[src/hdl/rcgu_pkg.sv]
package rcgu_pkg;

    // --------------------------------------------------------------------
    // register addresses
    // --------------------------------------------------------------------
    localparam logic [6:0]  ADDR_GENERAL_CONFIGURATION   = 7'h00;
    localparam logic [6:0]  ADDR_EVENT_FLAGS    = 7'h0E;
    localparam logic [6:0]  ADDR_GATE_STATUS    = 7'h0F;
    localparam logic [6:0]  ADDR_GATING_DELAY   = 7'h14;
    localparam logic [6:0]  ADDR_STANDBY_DELAY  = 7'h15;
    localparam logic [6:0]  ADDR_RESET_GATING   = 7'h4F;

    // --------------------------------------------------------------------
    // fields and reset values
    // --------------------------------------------------------------------
    localparam int          GATING_EN_BIT       = 17;
    localparam int          GATING_STDBY_EN_BIT = 18;
    localparam int          RESET_FLAG_BIT      = 31;
    localparam int          KEY_LSB             = 8;
    localparam logic [23:0] SOFT_RESET_KEY      = 24'h525354;
    localparam logic [2:0]  GATING_TRIGGER      = 3'h7;
    localparam logic [31:0] GENERAL_CONFIGURATION_RESET  = 32'h00006020;
    localparam logic [31:0] GATING_DELAY_RESET  = 32'h00000000;
    localparam logic [31:0] STANDBY_DELAY_RESET = 32'h00000000;
    localparam logic [2:0]  TRIGGER_RESET       = 3'h0;

    // --------------------------------------------------------------------
    // serial frame layout
    // --------------------------------------------------------------------
    localparam int          FRAME_BITS          = 40;
    localparam int          HEADER_BITS         = 8;
    localparam logic [5:0]  FRAME_LAST          = 6'h27;
    localparam logic [5:0]  HEADER_LAST         = 6'h07;
    localparam logic [5:0]  FRAME_FULL          = 6'h28;

    // --------------------------------------------------------------------
    // timing
    // --------------------------------------------------------------------
    localparam int          CLK_PERIOD_NS       = 10;
    localparam int          SCK_HALF_NS         = 40;
    localparam int          SCK_HALF_CYCLES     =
        (SCK_HALF_NS + CLK_PERIOD_NS - 1) / CLK_PERIOD_NS;
    localparam int          POR_NS              = 1000;
    localparam int          POR_CYCLES          =
        (POR_NS + CLK_PERIOD_NS - 1) / CLK_PERIOD_NS;
    localparam logic [31:0] WAKE_MARGIN         = 32'h00000010;

    typedef enum logic [1:0]
    {
        RCGU_IDLE  = 2'h0,
        RCGU_SHIFT = 2'h1,
        RCGU_HOLD  = 2'h3
    } rcgu_host_state_t;

endpackage : rcgu_pkg

[src/hdl/rcgu_spi_if.sv]
interface rcgu_spi_if;

    logic sclk;
    logic cs_n;
    logic mosi;
    logic miso;

    modport dev
    (
        input  sclk,
        input  cs_n,
        input  mosi,
        output miso
    );

    modport host
    (
        output sclk,
        output cs_n,
        output mosi,
        input  miso
    );

endinterface : rcgu_spi_if

[src/hdl/rcgu_device.sv]
// Functional notes
// - low reset input restores register defaults
// - device resets itself after power-up
// - key write to 0x4F causes software reset
// - any reset sets reset-occurred event flag
// - trigger without gating enable never gates
// - host triggers manual gating at any velocity
// - trigger 0x7 loads counter from delay register
// - gate clock when delay counter reaches zero
// - zero delay gates right after trigger
// - high step input wakes the device
// - host wake sequence ends with enable cleared
// - standby entered after standby delay at rest
// - standby entry starts gating delay counter
// - wake shortly before start delay expires
// - bit 17 enables clock gating
// - bit 18 enables gating in standby
module rcgu_device
(
    input  wire logic        sys_clk,
    input  wire logic        reset_n,
    rcgu_spi_if.dev          spi,
    input  wire logic        step_input_wake_pin,
    input  wire logic [1:0]  velocity_state_flags,
    input  wire logic        standby_enable,
    input  wire logic        start_delay_active,
    input  wire logic [31:0] start_delay_remaining,
    output logic             core_clk_en,
    output logic             gated,
    output logic             standby_phase,
    output logic             reset_occurred_flag,
    output logic [31:0]      general_configuration
);
    // --------------------------------------------------------------------
    // power-on stretch and internal reset
    // --------------------------------------------------------------------
    logic [7:0]  por_cnt_q;
    logic        soft_rst_q;
    wire  logic  por_busy = (por_cnt_q != 8'h00);
    wire  logic  rst_int  = por_busy | soft_rst_q;
    always_ff @(posedge sys_clk or negedge reset_n)
    begin
        if (!reset_n)
            por_cnt_q <= 8'(rcgu_pkg::POR_CYCLES);
        else if (por_busy)
            por_cnt_q <= por_cnt_q - 8'h01;
    end
    // --------------------------------------------------------------------
    // serial receiver
    // --------------------------------------------------------------------
    logic        sclk_q;
    logic [5:0]  bit_cnt_q;
    logic [39:0] rx_q;
    logic [31:0] tx_q;
    logic        miso_q;
    logic        cs_n_q;
    wire  logic  sck_rise = spi.sclk & ~sclk_q & ~spi.cs_n;
    wire  logic  sck_fall = ~spi.sclk & sclk_q & ~spi.cs_n;
    wire  logic  frame_end = spi.cs_n & ~cs_n_q;
    wire  logic  frame_ok = frame_end & (bit_cnt_q == rcgu_pkg::FRAME_FULL);
    wire  logic  wr_en    = frame_ok & rx_q[39] & ~rst_int;
    wire  logic [6:0]  wr_addr = rx_q[38:32];
    wire  logic [31:0] wr_data = rx_q[31:0];
    wire  logic [6:0]  rd_addr = {rx_q[5:0], spi.mosi};
    wire  logic  header_done = sck_rise & (bit_cnt_q == rcgu_pkg::HEADER_LAST);
    wire  logic  rd_event_flag_register = header_done & ~rx_q[6]
                          & (rd_addr == rcgu_pkg::ADDR_EVENT_FLAGS);
    assign spi.miso = miso_q;
    always_ff @(posedge sys_clk or negedge reset_n)
    begin
        if (!reset_n)
        begin
            sclk_q    <= 1'b0;
            cs_n_q    <= 1'b1;
            bit_cnt_q <= 6'h00;
            rx_q      <= 40'h0000000000;
        end
        else
        begin
            sclk_q <= spi.sclk;
            cs_n_q <= spi.cs_n;
            if (spi.cs_n)
                bit_cnt_q <= 6'h00;
            else if (sck_rise)
            begin
                bit_cnt_q <= bit_cnt_q + 6'h01;
                rx_q      <= {rx_q[38:0], spi.mosi};
            end
        end
    end
    // --------------------------------------------------------------------
    // register write decode, reset event flag cleared by reading it
    // --------------------------------------------------------------------
    logic [31:0] gen_conf_q;
    logic [31:0] gate_delay_q;
    logic [31:0] stby_delay_q;
    logic [2:0]  trigger_q;
    logic        flag_q;
    wire  logic  wr_gen   = wr_en & (wr_addr == rcgu_pkg::ADDR_GENERAL_CONFIGURATION);
    wire  logic  wr_gdly  = wr_en & (wr_addr == rcgu_pkg::ADDR_GATING_DELAY);
    wire  logic  wr_sdly  = wr_en & (wr_addr == rcgu_pkg::ADDR_STANDBY_DELAY);
    wire  logic  wr_rg    = wr_en & (wr_addr == rcgu_pkg::ADDR_RESET_GATING);
    wire  logic  key_hit  = wr_rg & (wr_data[31:rcgu_pkg::KEY_LSB]
                                     == rcgu_pkg::SOFT_RESET_KEY);
    wire  logic  wr_trig  = wr_rg & ~key_hit;
    wire  logic  trig_go  = wr_trig
                          & (wr_data[2:0] == rcgu_pkg::GATING_TRIGGER);
    wire  logic  gate_en  = gen_conf_q[rcgu_pkg::GATING_EN_BIT];
    wire  logic  stdby_ge = gen_conf_q[rcgu_pkg::GATING_STDBY_EN_BIT];

    always_ff @(posedge sys_clk or negedge reset_n)
    begin
        if (!reset_n)
        begin
            gen_conf_q   <= rcgu_pkg::GENERAL_CONFIGURATION_RESET;
            gate_delay_q <= rcgu_pkg::GATING_DELAY_RESET;
            stby_delay_q <= rcgu_pkg::STANDBY_DELAY_RESET;
            trigger_q    <= rcgu_pkg::TRIGGER_RESET;
            soft_rst_q   <= 1'b0;
            flag_q       <= 1'b1;
        end
        else if (rst_int)
        begin
            gen_conf_q   <= rcgu_pkg::GENERAL_CONFIGURATION_RESET;
            gate_delay_q <= rcgu_pkg::GATING_DELAY_RESET;
            stby_delay_q <= rcgu_pkg::STANDBY_DELAY_RESET;
            trigger_q    <= rcgu_pkg::TRIGGER_RESET;
            soft_rst_q   <= 1'b0;
            flag_q       <= 1'b1;
        end
        else
        begin
            soft_rst_q <= key_hit;
            if (rd_event_flag_register)
                flag_q <= 1'b0;
            if (wr_gen)
                gen_conf_q <= wr_data;
            if (wr_gdly)
                gate_delay_q <= wr_data;
            if (wr_sdly)
                stby_delay_q <= wr_data;
            if (wr_trig)
                trigger_q <= wr_data[2:0];
        end
    end

    // --------------------------------------------------------------------
    // standby timer
    // --------------------------------------------------------------------
    logic [31:0] stby_cnt_q;
    logic        standby_q;
    wire  logic  at_rest     = (velocity_state_flags == 2'h0);
    wire  logic  stby_arm    = standby_enable & at_rest & ~rst_int;
    wire  logic  stby_expire = stby_arm & ~standby_q
                             & (stby_cnt_q >= stby_delay_q);
    always_ff @(posedge sys_clk or negedge reset_n)
    begin
        if (!reset_n)
        begin
            stby_cnt_q <= 32'h00000000;
            standby_q  <= 1'b0;
        end
        else if (!stby_arm)
        begin
            stby_cnt_q <= 32'h00000000;
            standby_q  <= 1'b0;
        end
        else if (stby_expire)
            standby_q <= 1'b1;
        else if (!standby_q)
            stby_cnt_q <= stby_cnt_q + 32'h00000001;
    end

    // --------------------------------------------------------------------
    // gating delay counter and gated state
    // --------------------------------------------------------------------
    logic [31:0] gate_cnt_q;
    logic        counting_q;
    logic        gated_q;
    wire  logic  near_start = start_delay_active
                            & (start_delay_remaining <= rcgu_pkg::WAKE_MARGIN);
    wire  logic  wake       = step_input_wake_pin | ~gate_en
                            | near_start | rst_int;
    wire  logic  stby_start = stby_expire & stdby_ge;
    wire  logic  start_gate = (trig_go | stby_start) & gate_en;
    wire  logic  cancel     = wr_trig & ~trig_go;
    wire  logic  cnt_done   = counting_q & (gate_cnt_q <= 32'h00000001);
    always_ff @(posedge sys_clk or negedge reset_n)
    begin
        if (!reset_n)
        begin
            gate_cnt_q <= 32'h00000000;
            counting_q <= 1'b0;
            gated_q    <= 1'b0;
        end
        else if (wake)
        begin
            gate_cnt_q <= 32'h00000000;
            counting_q <= 1'b0;
            gated_q    <= 1'b0;
        end
        else if (start_gate && !gated_q)
        begin
            gate_cnt_q <= gate_delay_q;
            counting_q <= (gate_delay_q != 32'h00000000);
            gated_q    <= (gate_delay_q == 32'h00000000);
        end
        else if (cancel)
        begin
            gate_cnt_q <= 32'h00000000;
            counting_q <= 1'b0;
        end
        else if (cnt_done)
        begin
            gate_cnt_q <= 32'h00000000;
            counting_q <= 1'b0;
            gated_q    <= 1'b1;
        end
        else if (counting_q)
            gate_cnt_q <= gate_cnt_q - 32'h00000001;
    end

    // --------------------------------------------------------------------
    // register read path, kept alive while gated
    // --------------------------------------------------------------------
    logic [31:0] rd_data;
    always_comb
    begin
        case (rd_addr)
            rcgu_pkg::ADDR_GENERAL_CONFIGURATION:  rd_data = gen_conf_q;
            rcgu_pkg::ADDR_EVENT_FLAGS:   rd_data = {flag_q, 31'h00000000};
            rcgu_pkg::ADDR_GATE_STATUS:   rd_data = {29'h00000000, counting_q,
                                                     standby_q, gated_q};
            rcgu_pkg::ADDR_GATING_DELAY:  rd_data = gate_delay_q;
            rcgu_pkg::ADDR_STANDBY_DELAY: rd_data = stby_delay_q;
            rcgu_pkg::ADDR_RESET_GATING:  rd_data = {29'h00000000, trigger_q};
            default:                      rd_data = 32'h00000000;
        endcase
    end
    always_ff @(posedge sys_clk or negedge reset_n)
    begin
        if (!reset_n)
        begin
            tx_q   <= 32'h00000000;
            miso_q <= 1'b0;
        end
        else if (header_done)
            tx_q <= rd_data;
        else if (sck_fall && bit_cnt_q >= rcgu_pkg::FRAME_FULL - 6'h20)
        begin
            miso_q <= tx_q[31];
            tx_q   <= {tx_q[30:0], 1'b0};
        end
    end

    // --------------------------------------------------------------------
    // outputs
    // --------------------------------------------------------------------
    assign core_clk_en           = ~gated_q;
    assign gated                 = gated_q;
    assign standby_phase         = standby_q;
    assign reset_occurred_flag   = flag_q;
    assign general_configuration = gen_conf_q;

endmodule : rcgu_device

[src/flat_wrapper.sv]
// flat-port wrapper written by rule: the top's interface ports become plain ports
module rcgu_device_flat 
  (sys_clk, reset_n, step_input_wake_pin, velocity_state_flags, standby_enable, start_delay_active, start_delay_remaining, core_clk_en, gated, standby_phase, reset_occurred_flag, general_configuration, spi_sclk, spi_cs_n, spi_mosi, spi_miso);
  rcgu_spi_if spi_i ();
  input  wire logic sys_clk;
  input  wire logic reset_n;
  input  wire logic step_input_wake_pin;
  input  wire logic [1:0] velocity_state_flags;
  input  wire logic standby_enable;
  input  wire logic start_delay_active;
  input  wire logic [31:0] start_delay_remaining;
  output logic core_clk_en;
  output logic gated;
  output logic standby_phase;
  output logic reset_occurred_flag;
  output logic [31:0] general_configuration;
  input wire logic [$bits(spi_i.sclk)-1:0] spi_sclk;
  input wire logic [$bits(spi_i.cs_n)-1:0] spi_cs_n;
  input wire logic [$bits(spi_i.mosi)-1:0] spi_mosi;
  output wire logic [$bits(spi_i.miso)-1:0] spi_miso;
  assign spi_i.sclk = spi_sclk;
  assign spi_i.cs_n = spi_cs_n;
  assign spi_i.mosi = spi_mosi;
  assign spi_miso = spi_i.miso;
  rcgu_device u_core (.sys_clk(sys_clk), .reset_n(reset_n), .spi(spi_i), .step_input_wake_pin(step_input_wake_pin), .velocity_state_flags(velocity_state_flags), .standby_enable(standby_enable), .start_delay_active(start_delay_active), .start_delay_remaining(start_delay_remaining), .core_clk_en(core_clk_en), .gated(gated), .standby_phase(standby_phase), .reset_occurred_flag(reset_occurred_flag), .general_configuration(general_configuration));
endmodule
[config.mk]
export PLATFORM = sky130hd
export DESIGN_NAME = rcgu_device_flat
export DESIGN_NICKNAME = d
export VERILOG_FILES = /design/src/hdl/rcgu_pkg.sv /design/src/hdl/rcgu_spi_if.sv /design/src/hdl/rcgu_device.sv /design/src/flat_wrapper.sv
export SDC_FILE = /design/constraint.sdc
export NUM_CORES = 1
export LEC_CHECK = 0
export BUFFER_PORTS_ARGS = -buffer_cell sky130_fd_sc_hd__buf_2
export CAP_MARGIN = 40
export CORE_MARGIN = 8
export CORE_UTILIZATION = 60
export DETAILED_ROUTE_END_ITERATION = 8
export PLACE_DENSITY = 0.8
export SYNTH_ARGS = -nofsm -noshare
export SYNTH_HDL_FRONTEND = slang
export SYNTH_SLANG_ARGS = --single-unit
export TNS_END_PERCENT = 100
[constraint.sdc]
create_clock -name sys_clk -period 6.55 [get_ports sys_clk]
set_input_delay 0.655 -clock sys_clk [delete_from_list [all_inputs] [get_ports sys_clk]]
set_output_delay 0.655 -clock sys_clk [all_outputs]
set_load 0.05 [all_outputs]
== Word level (Yosys, flattened, before mapping) ==
Index checks and enable logic that the tools add are counted.
Word-level totals
  register bits: 257
  memory bits (writable): 0
  memory bits (read-only): 0
  latch bits: 0
  bits of input ports: 42
  memories: 0
Cells by class
  $lt $le $gt $ge: 4
  shift-type cells: 0
  bitwise gates (word level): 44
  equality and inequality tests: 16
  $mul: 0
  add/sub/neg operators: 4
  divide/modulo/power cells: 0
  reduce and logical (&&, ||, !) cells: 23
  multiplexer cells: 34
Operator list (count)
  32-bit 2-to-1 mux: 16
  32-bit one-hot mux with 6 select lines: 1
  32-bit by 1-bit adder with 32-bit output (second input constant): 1
  32-bit >= comparator: 1
  32-bit by 1-bit less-or-equal comparator with 1-bit output (second input constant): 1
  32-bit by 5-bit less-or-equal comparator with 1-bit output (second input constant): 1
  32-bit zero test: 1
  32-bit nonzero test: 1
  32-bit by 1-bit subtractor with 32-bit output (second input constant): 1
  7-bit by 5-bit == test with 1-bit output (second input constant): 4
  1-bit bitwise AND: 27
  24-bit by 23-bit == test with 1-bit output (second input constant): 1
  7-bit by 4-bit == test with 1-bit output (second input constant): 2
  7-bit == test (second input constant): 2
  7-bit zero test: 2
  2-bit nonzero test: 7
  1-bit 2-to-1 mux: 13
  6-bit 2-to-1 mux: 2
  1-bit NOT: 12
  2-bit AND reduction: 4
  8-bit nonzero test: 1
  8-bit by 1-bit subtractor with 8-bit output (second input constant): 1
  6-bit by 1-bit adder with 6-bit output (second input constant): 1
  6-bit by 3-bit == test with 1-bit output (second input constant): 1
  13 further kinds: 21

== Longest topological paths before layout ==
  word-level depth: 15
  mapped depth: 11
  gate-level depth less buffers: 9

== Least setup slack after synthesis ==
Ideal clock, no wire load.
  path type: reg-to-reg
  start: register u_core.stby_cnt_q[30]
  end: register u_core.stby_cnt_q[23]
  stages on the path, launching flop included: 10
  arrival: 2.756 ns
  setup time: 0.078 ns
  clock period less this slack: 2.834 ns
  path buffers: 1
  data required time: 6.472 ns
  slack: 3.716 ns
  cell sequence: dfrtp_1 ha_1 a21oi_1 nand2_1 a221o_1 or3_1 a2111o_1 buf_2 or4b_1 a21oi_1
On the way
  word-level cells in the longest chain between the ends: 4
RTL lines
  from (decl): line rcgu_device.sv:150  | logic [31:0] stby_cnt_q;
  from (signal assigned): line rcgu_device.sv:171  | stby_cnt_q <= stby_cnt_q + 32'h00000001;
  32-bit >= comparator: line rcgu_device.sv:155  | & (stby_cnt_q >= stby_delay_q);
  1-bit bitwise AND: line rcgu_device.sv:155
  2-bit inequality test (no source line)
  2-bit AND reduction (no source line)
No other way between the ends.
A chain may end at the register's enable or synchronous reset.

== Final worst setup path ==
  start: register u_core.por_cnt_q[0]
  end: register u_core.gate_cnt_q[28]
On the way
  word-level cells in the longest chain between the ends: 14
  elaborated cells between the ends (all ways): 23
  those cells by class: mux (3); bitwise (17); reduce/logical (3)
RTL lines
  from (decl): line rcgu_device.sv:37  | logic [7:0] por_cnt_q;
  from (signal assigned): line rcgu_device.sv:44  | por_cnt_q <= 8'(rcgu_pkg::POR_CYCLES);
  from (signal assigned): line rcgu_device.sv:46  | por_cnt_q <= por_cnt_q - 8'h01;
  8-bit nonzero test *: line rcgu_device.sv:39  | wire logic por_busy = (por_cnt_q != 8'h00);
  1-bit bitwise OR *: line rcgu_device.sv:40  | wire logic rst_int = por_busy | soft_rst_q;
  1-bit NOT: line rcgu_device.sv:61, rcgu_device.sv:153
  1-bit bitwise AND: line rcgu_device.sv:61  | wire logic wr_en = frame_ok & rx_q[39] & ~rst_int;
  1-bit bitwise AND: line rcgu_device.sv:102  | wire logic wr_rg = wr_en & (wr_addr == rcgu_pkg::ADDR_RESET_GATING);
  1-bit bitwise AND: line rcgu_device.sv:103  | wire logic key_hit = wr_rg & (wr_data[31:rcgu_pkg::KEY_LSB]
  1-bit NOT: line rcgu_device.sv:105  | wire logic wr_trig = wr_rg & ~key_hit;
  1-bit bitwise AND: line rcgu_device.sv:105
  1-bit bitwise AND: line rcgu_device.sv:107  | & (wr_data[2:0] == rcgu_pkg::GATING_TRIGGER);
  1-bit bitwise OR / 1-bit NOT (equally long branches): line rcgu_device.sv:185, rcgu_device.sv:186
  1-bit bitwise AND (on tied branches): line rcgu_device.sv:185, rcgu_device.sv:186
  1-bit logical AND / 32-bit 2-to-1 mux (equally long branches): line rcgu_device.sv:202, rcgu_device.sv:208
  32-bit 2-to-1 mux: line rcgu_device.sv:202  | else if (start_gate && !gated_q)
  32-bit 2-to-1 mux: line rcgu_device.sv:196  | else if (wake)
  to (signal assigned): line rcgu_device.sv:204  | gate_cnt_q <= gate_delay_q;
  to (signal assigned): line rcgu_device.sv:220  | gate_cnt_q <= gate_cnt_q - 32'h00000001;
  to (decl): line rcgu_device.sv:177  | logic [31:0] gate_cnt_q;
Every way passes the cells marked *; elsewhere a longest branch is shown, timed or not.

==> results.json <==
{
  "antennaDiodeCount": 0,
  "synth_most_common_cell": "sky130_fd_sc_hd__dfrtp_1",
  "number_of_enable_flip_flop_cells_after_synthesis": 0,
  "dp_hpwl_um": 23920,
  "setup.worst_path.start_class": "flop",
  "routed_wire_length_per_instance_um": 20.60,
  "synth_nets": 1430,
  "synth.distinct_cells": 71,
  "ys.flop_type": "sky130_fd_sc_hd__dfrtp_1",
  "initial_core_util": 0.6117,
  "crit-reg2reg-launch": "u_core.por_cnt_q[0]",
  "status": "finished clean",
  "final_tns_setup_ps": 0,
  "clkSinkCount": 257,
  "tightestPinTransition_ps": 1052,
  "cts_root_buf": "sky130_fd_sc_hd__clkbuf_16",
  "via_per_inst": 6.354,
  "regToRegEndpoint": "u_core.gate_cnt_q[28]",
  "asyncSetResetFlopFracSynth": 1.000,
  "worst-path-max-fanout": 16,
  "htree_levels": 1,
  "crit_path_max_incr_delay_ps": 690,
  "final_hold_viol_count": 0,
  "route.vias.total": 10840,
  "routabilityCongestion": 0.9360,
  "worst-r2r-setup-slack_ps": 2790,
  "grt_use_total": 0.2586,
  "floorplan.io_pins": 79,
  "synth_area_um2": 13350,
  "grt_antenna_before_repair": 0,
  "static-leakage-power_nw": 6.759,
  "drcViolationCount": 0,
  "clkLatencyLatePin_ps": 550,
  "post_synth.cell_area_avg_um2": 9.888,
  "dieWidth_um": 165.2,
  "reg2reg_depth": 10,
  "grt_first_pass_wirelength_um": 56300,
  "crit_slowest_cell": "sky130_fd_sc_hd__a211oi_4",
  "finalCoreUtilization": 0.6837,
  "die_footprint_um2": 27280,
  "grt_max_degree": 127,
  "clock-skew-final_ps": 21.18,
  "synth.area.top_cells": "sky130_fd_sc_hd__dfrtp_1 47%, sky130_fd_sc_hd__mux2i_1 9.6%, sky130_fd_sc_hd__nor2_1 5.2%, sky130_fd_sc_hd__o21ai_0 3.8%, sky130_fd_sc_hd__ha_1 3.6%",
  "placement.io_buffers": 78,
  "clock_path_buffers": 3,
  "worst-endpoint-required_ps": 7030,
  "detail_route.wirelength_um": 35150,
  "maxSlewViolCount": 0,
  "yosys-top-cells-count": "249 x sky130_fd_sc_hd__dfrtp_1, 186 x sky130_fd_sc_hd__nor2_1, 128 x sky130_fd_sc_hd__mux2i_1, 101 x sky130_fd_sc_hd__o21ai_0, 88 x sky130_fd_sc_hd__nand2_1",
  "synth_area_leader_cell": "sky130_fd_sc_hd__dfrtp_1",
  "achievable-frequency_mhz": 265.6,
  "postCtsHoldBufs": 0,
  "cp_cell_sequence": "inv_1 -> ha_1 -> or4b_4 -> nor2_1 -> buf_4 -> o2111ai_1 -> or2_1 -> a211oi_4 -> buf_4 -> a221o_1",
  "cts-resized-gates": 0,
  "synth_top_area_frac": 0.4668,
  "vias_in_the_first_global_route": 10630,
  "coreArea_um2": 21820,
  "worst_ir_drop_on_vdd_mv": 0.2250,
  "grt_setup_unrepaired": "false",
  "cts_made_buffers": 27,
  "post-route-period-util": 0.5748,
  "synthesis.yosys.warnings": 0,
  "postCtsSetupBuffers": 0,
  "tritoncts": "done",
  "ant_nets": 0,
  "clkSlewWorstSetupHoldPaths_ps": 60,
  "placement_rows": 54,
  "detail_route.iter0.violations": 975,
  "slew_headroom": 0.2990,
  "power-per-cell-area_nw_per_um2": 228.2,
  "min_period_ps": 3765,
  "timing.critical_path.mode_cell": "sky130_fd_sc_hd__buf_4",
  "path_class": "reg -> reg",
  "detailedRoute.firstPassIterationCount": 5,
  "die_height_um": 165.2,
  "critPathArrivalTime_ps": 4240,
  "synth_cells": 1350,
  "post_route_cells_drive_above_1_share": 0.1459,
  "gr-total-overflow": 0,
  "endpoint_kind": "flop",
  "synth_seq_area_share": 0.4825,
  "timing.max_cap.violations": 0,
  "design.final.nets": 1485,
  "number_of_synthesized_register_bits": 257,
  "setup_violations": 0,
  "hold_path.class": "in -> async",
  "area_growth_syn_to_layout_pct": 11.77
}
sequential cells by signal, summed over array words and instances, names as in the netlist:
| signal | cells |
|---|---|
| u_core.cs_n_q | 1 |
| u_core.spi.miso | 1 |
| u_core.trigger_q | 3 |
| u_core.bit_cnt_q | 6 |
| u_core.gate_cnt_q | 32 |
| u_core.soft_rst_q | 1 |
| u_core.counting_q | 1 |
| u_core.stby_delay_q | 32 |
| u_core.tx_q | 32 |
| u_core.standby_phase | 1 |
| u_core.gate_delay_q | 32 |
| u_core.reset_occurred_flag | 1 |
| u_core.sclk_q | 1 |
| u_core.por_cnt_q | 8 |
| u_core.general_configuration | 32 |
| u_core.stby_cnt_q | 32 |
| u_core.gated | 1 |
| u_core.rx_q | 40 |
power breakdown:
group	switching (mW)	internal, mW
Clock	0.647	0.915
Combinational	0.0820	0.0602
Sequential	0.0762	1.63
cell usage in the layout (no fill, tap or decap), types with 5 or more instances in the layout:
cell type | Yosys | layout
sky130_fd_sc_hd__o21a_1 | 21 | 21
sky130_fd_sc_hd__a22o_1 | 11 | 11
sky130_fd_sc_hd__clkbuf_8 | 0 | 10
sky130_fd_sc_hd__xnor2_1 | 17 | 17
sky130_fd_sc_hd__o41ai_1 | 5 | 5
sky130_fd_sc_hd__nand3_1 | 33 | 33
sky130_fd_sc_hd__nor2_1 | 186 | 184
sky130_fd_sc_hd__ha_1 | 38 | 38
sky130_fd_sc_hd__or4_1 | 12 | 12
sky130_fd_sc_hd__o21ai_0 | 101 | 101
sky130_fd_sc_hd__nand2_1 | 88 | 88
sky130_fd_sc_hd__mux2_2 | 39 | 39
sky130_fd_sc_hd__mux2i_1 | 128 | 128
sky130_fd_sc_hd__a221o_1 | 15 | 15
sky130_fd_sc_hd__buf_2 | 15 | 77
sky130_fd_sc_hd__o2bb2ai_1 | 5 | 5
sky130_fd_sc_hd__nand4_1 | 22 | 22
sky130_fd_sc_hd__clkbuf_16 | 0 | 27
sky130_fd_sc_hd__nor3_1 | 18 | 17
sky130_fd_sc_hd__a21oi_1 | 73 | 73
sky130_fd_sc_hd__xor2_1 | 11 | 11
sky130_fd_sc_hd__buf_4 | 2 | 14
sky130_fd_sc_hd__nor4_1 | 34 | 33
sky130_fd_sc_hd__inv_1 | 54 | 54
sky130_fd_sc_hd__dfrtp_1 | 249 | 249
sky130_fd_sc_hd__o31ai_1 | 11 | 11
sky130_fd_sc_hd__or3_1 | 23 | 23
sky130_fd_sc_hd__dfstp_2 | 8 | 8
sky130_fd_sc_hd__or2_2 | 5 | 5
kinds of logic after synthesis:
group | count (synthesis) | synth area share
DFF | 257 | 0.4825
muxes | 167 | 0.1289
buffers and inverters | 122 | 0.03683
AOI/OAI and AO/OA | 274 | 0.1285
and+or+nand+nor | 464 | 0.1693
xor gates and xnor gates | 28 | 0.01837
adders and majority gates | 38 | 0.03562
through the flow:
stage               setup WS (ps)  hold slack [ps]  total power, mW  std cells  instance area [µm²]
floorplan                    3716            359.4            1.773       1350                13350
global placement             2902            468.5            1.865       1654                13960
detailed placement           2799            474.4            1.871       1656                14000
CTS                          2840            236.1            3.425       1706                14920
global route                 2649            246.8            3.498       1706                14920
finish                       2785            116.0            3.405       1706                14920
cell type report:
class / count / area [µm²]
fillers: 1711 / 6903
well taps: 280 / 350.3
clock buffers: 41 / 828.3
multi-input cells: 971 / 6461
flip-flops and latches: 257 / 6441
repair buffers: 94 / 544.3
inverters: 54 / 202.7
clock inverters: 9 / 92.59
worst max path at each step:
stage	depth (start not counted)	slack, ps	endpoint	startpoint
floorplan	9	3720	u_core.stby_cnt_q[23]	u_core.stby_cnt_q[30]
global placement	8	2900	u_core.gate_cnt_q[30]	spi_cs_n
detailed placement	8	2800	u_core.gate_cnt_q[28]	spi_cs_n
CTS	10	2840	u_core.gate_cnt_q[28]	u_core.por_cnt_q[0]
global route	10	2650	u_core.gate_cnt_q[15]	u_core.por_cnt_q[0]
finish	10	2790	u_core.gate_cnt_q[28]	u_core.por_cnt_q[0]
critical path, delay by kind of cell (launching register included):
| kind | cells | cell delay [ps] |
|---|---|---|
| AO/OA/AOI/OAI | 3 | 1330 |
| AND/OR/NAND/NOR | 3 | 1090 |
| flip-flops | 1 | 410 |
| adder cells (fa/ha/maj) | 1 | 210 |
| buffers and inverters | 3 | 660 |
metal layers:
layer / vias up / wire [µm] / GRT usage
li1: 4960 / - / -
met1: 5414 / 14750 / 0.3333
met2: 370 / 16610 / 0.4245
met3: 96 / 2165 / 0.03917
met4: 0 / 1622 / 0.1204
met5: - / 0 / 0
(Power assumes the default switching activity.)
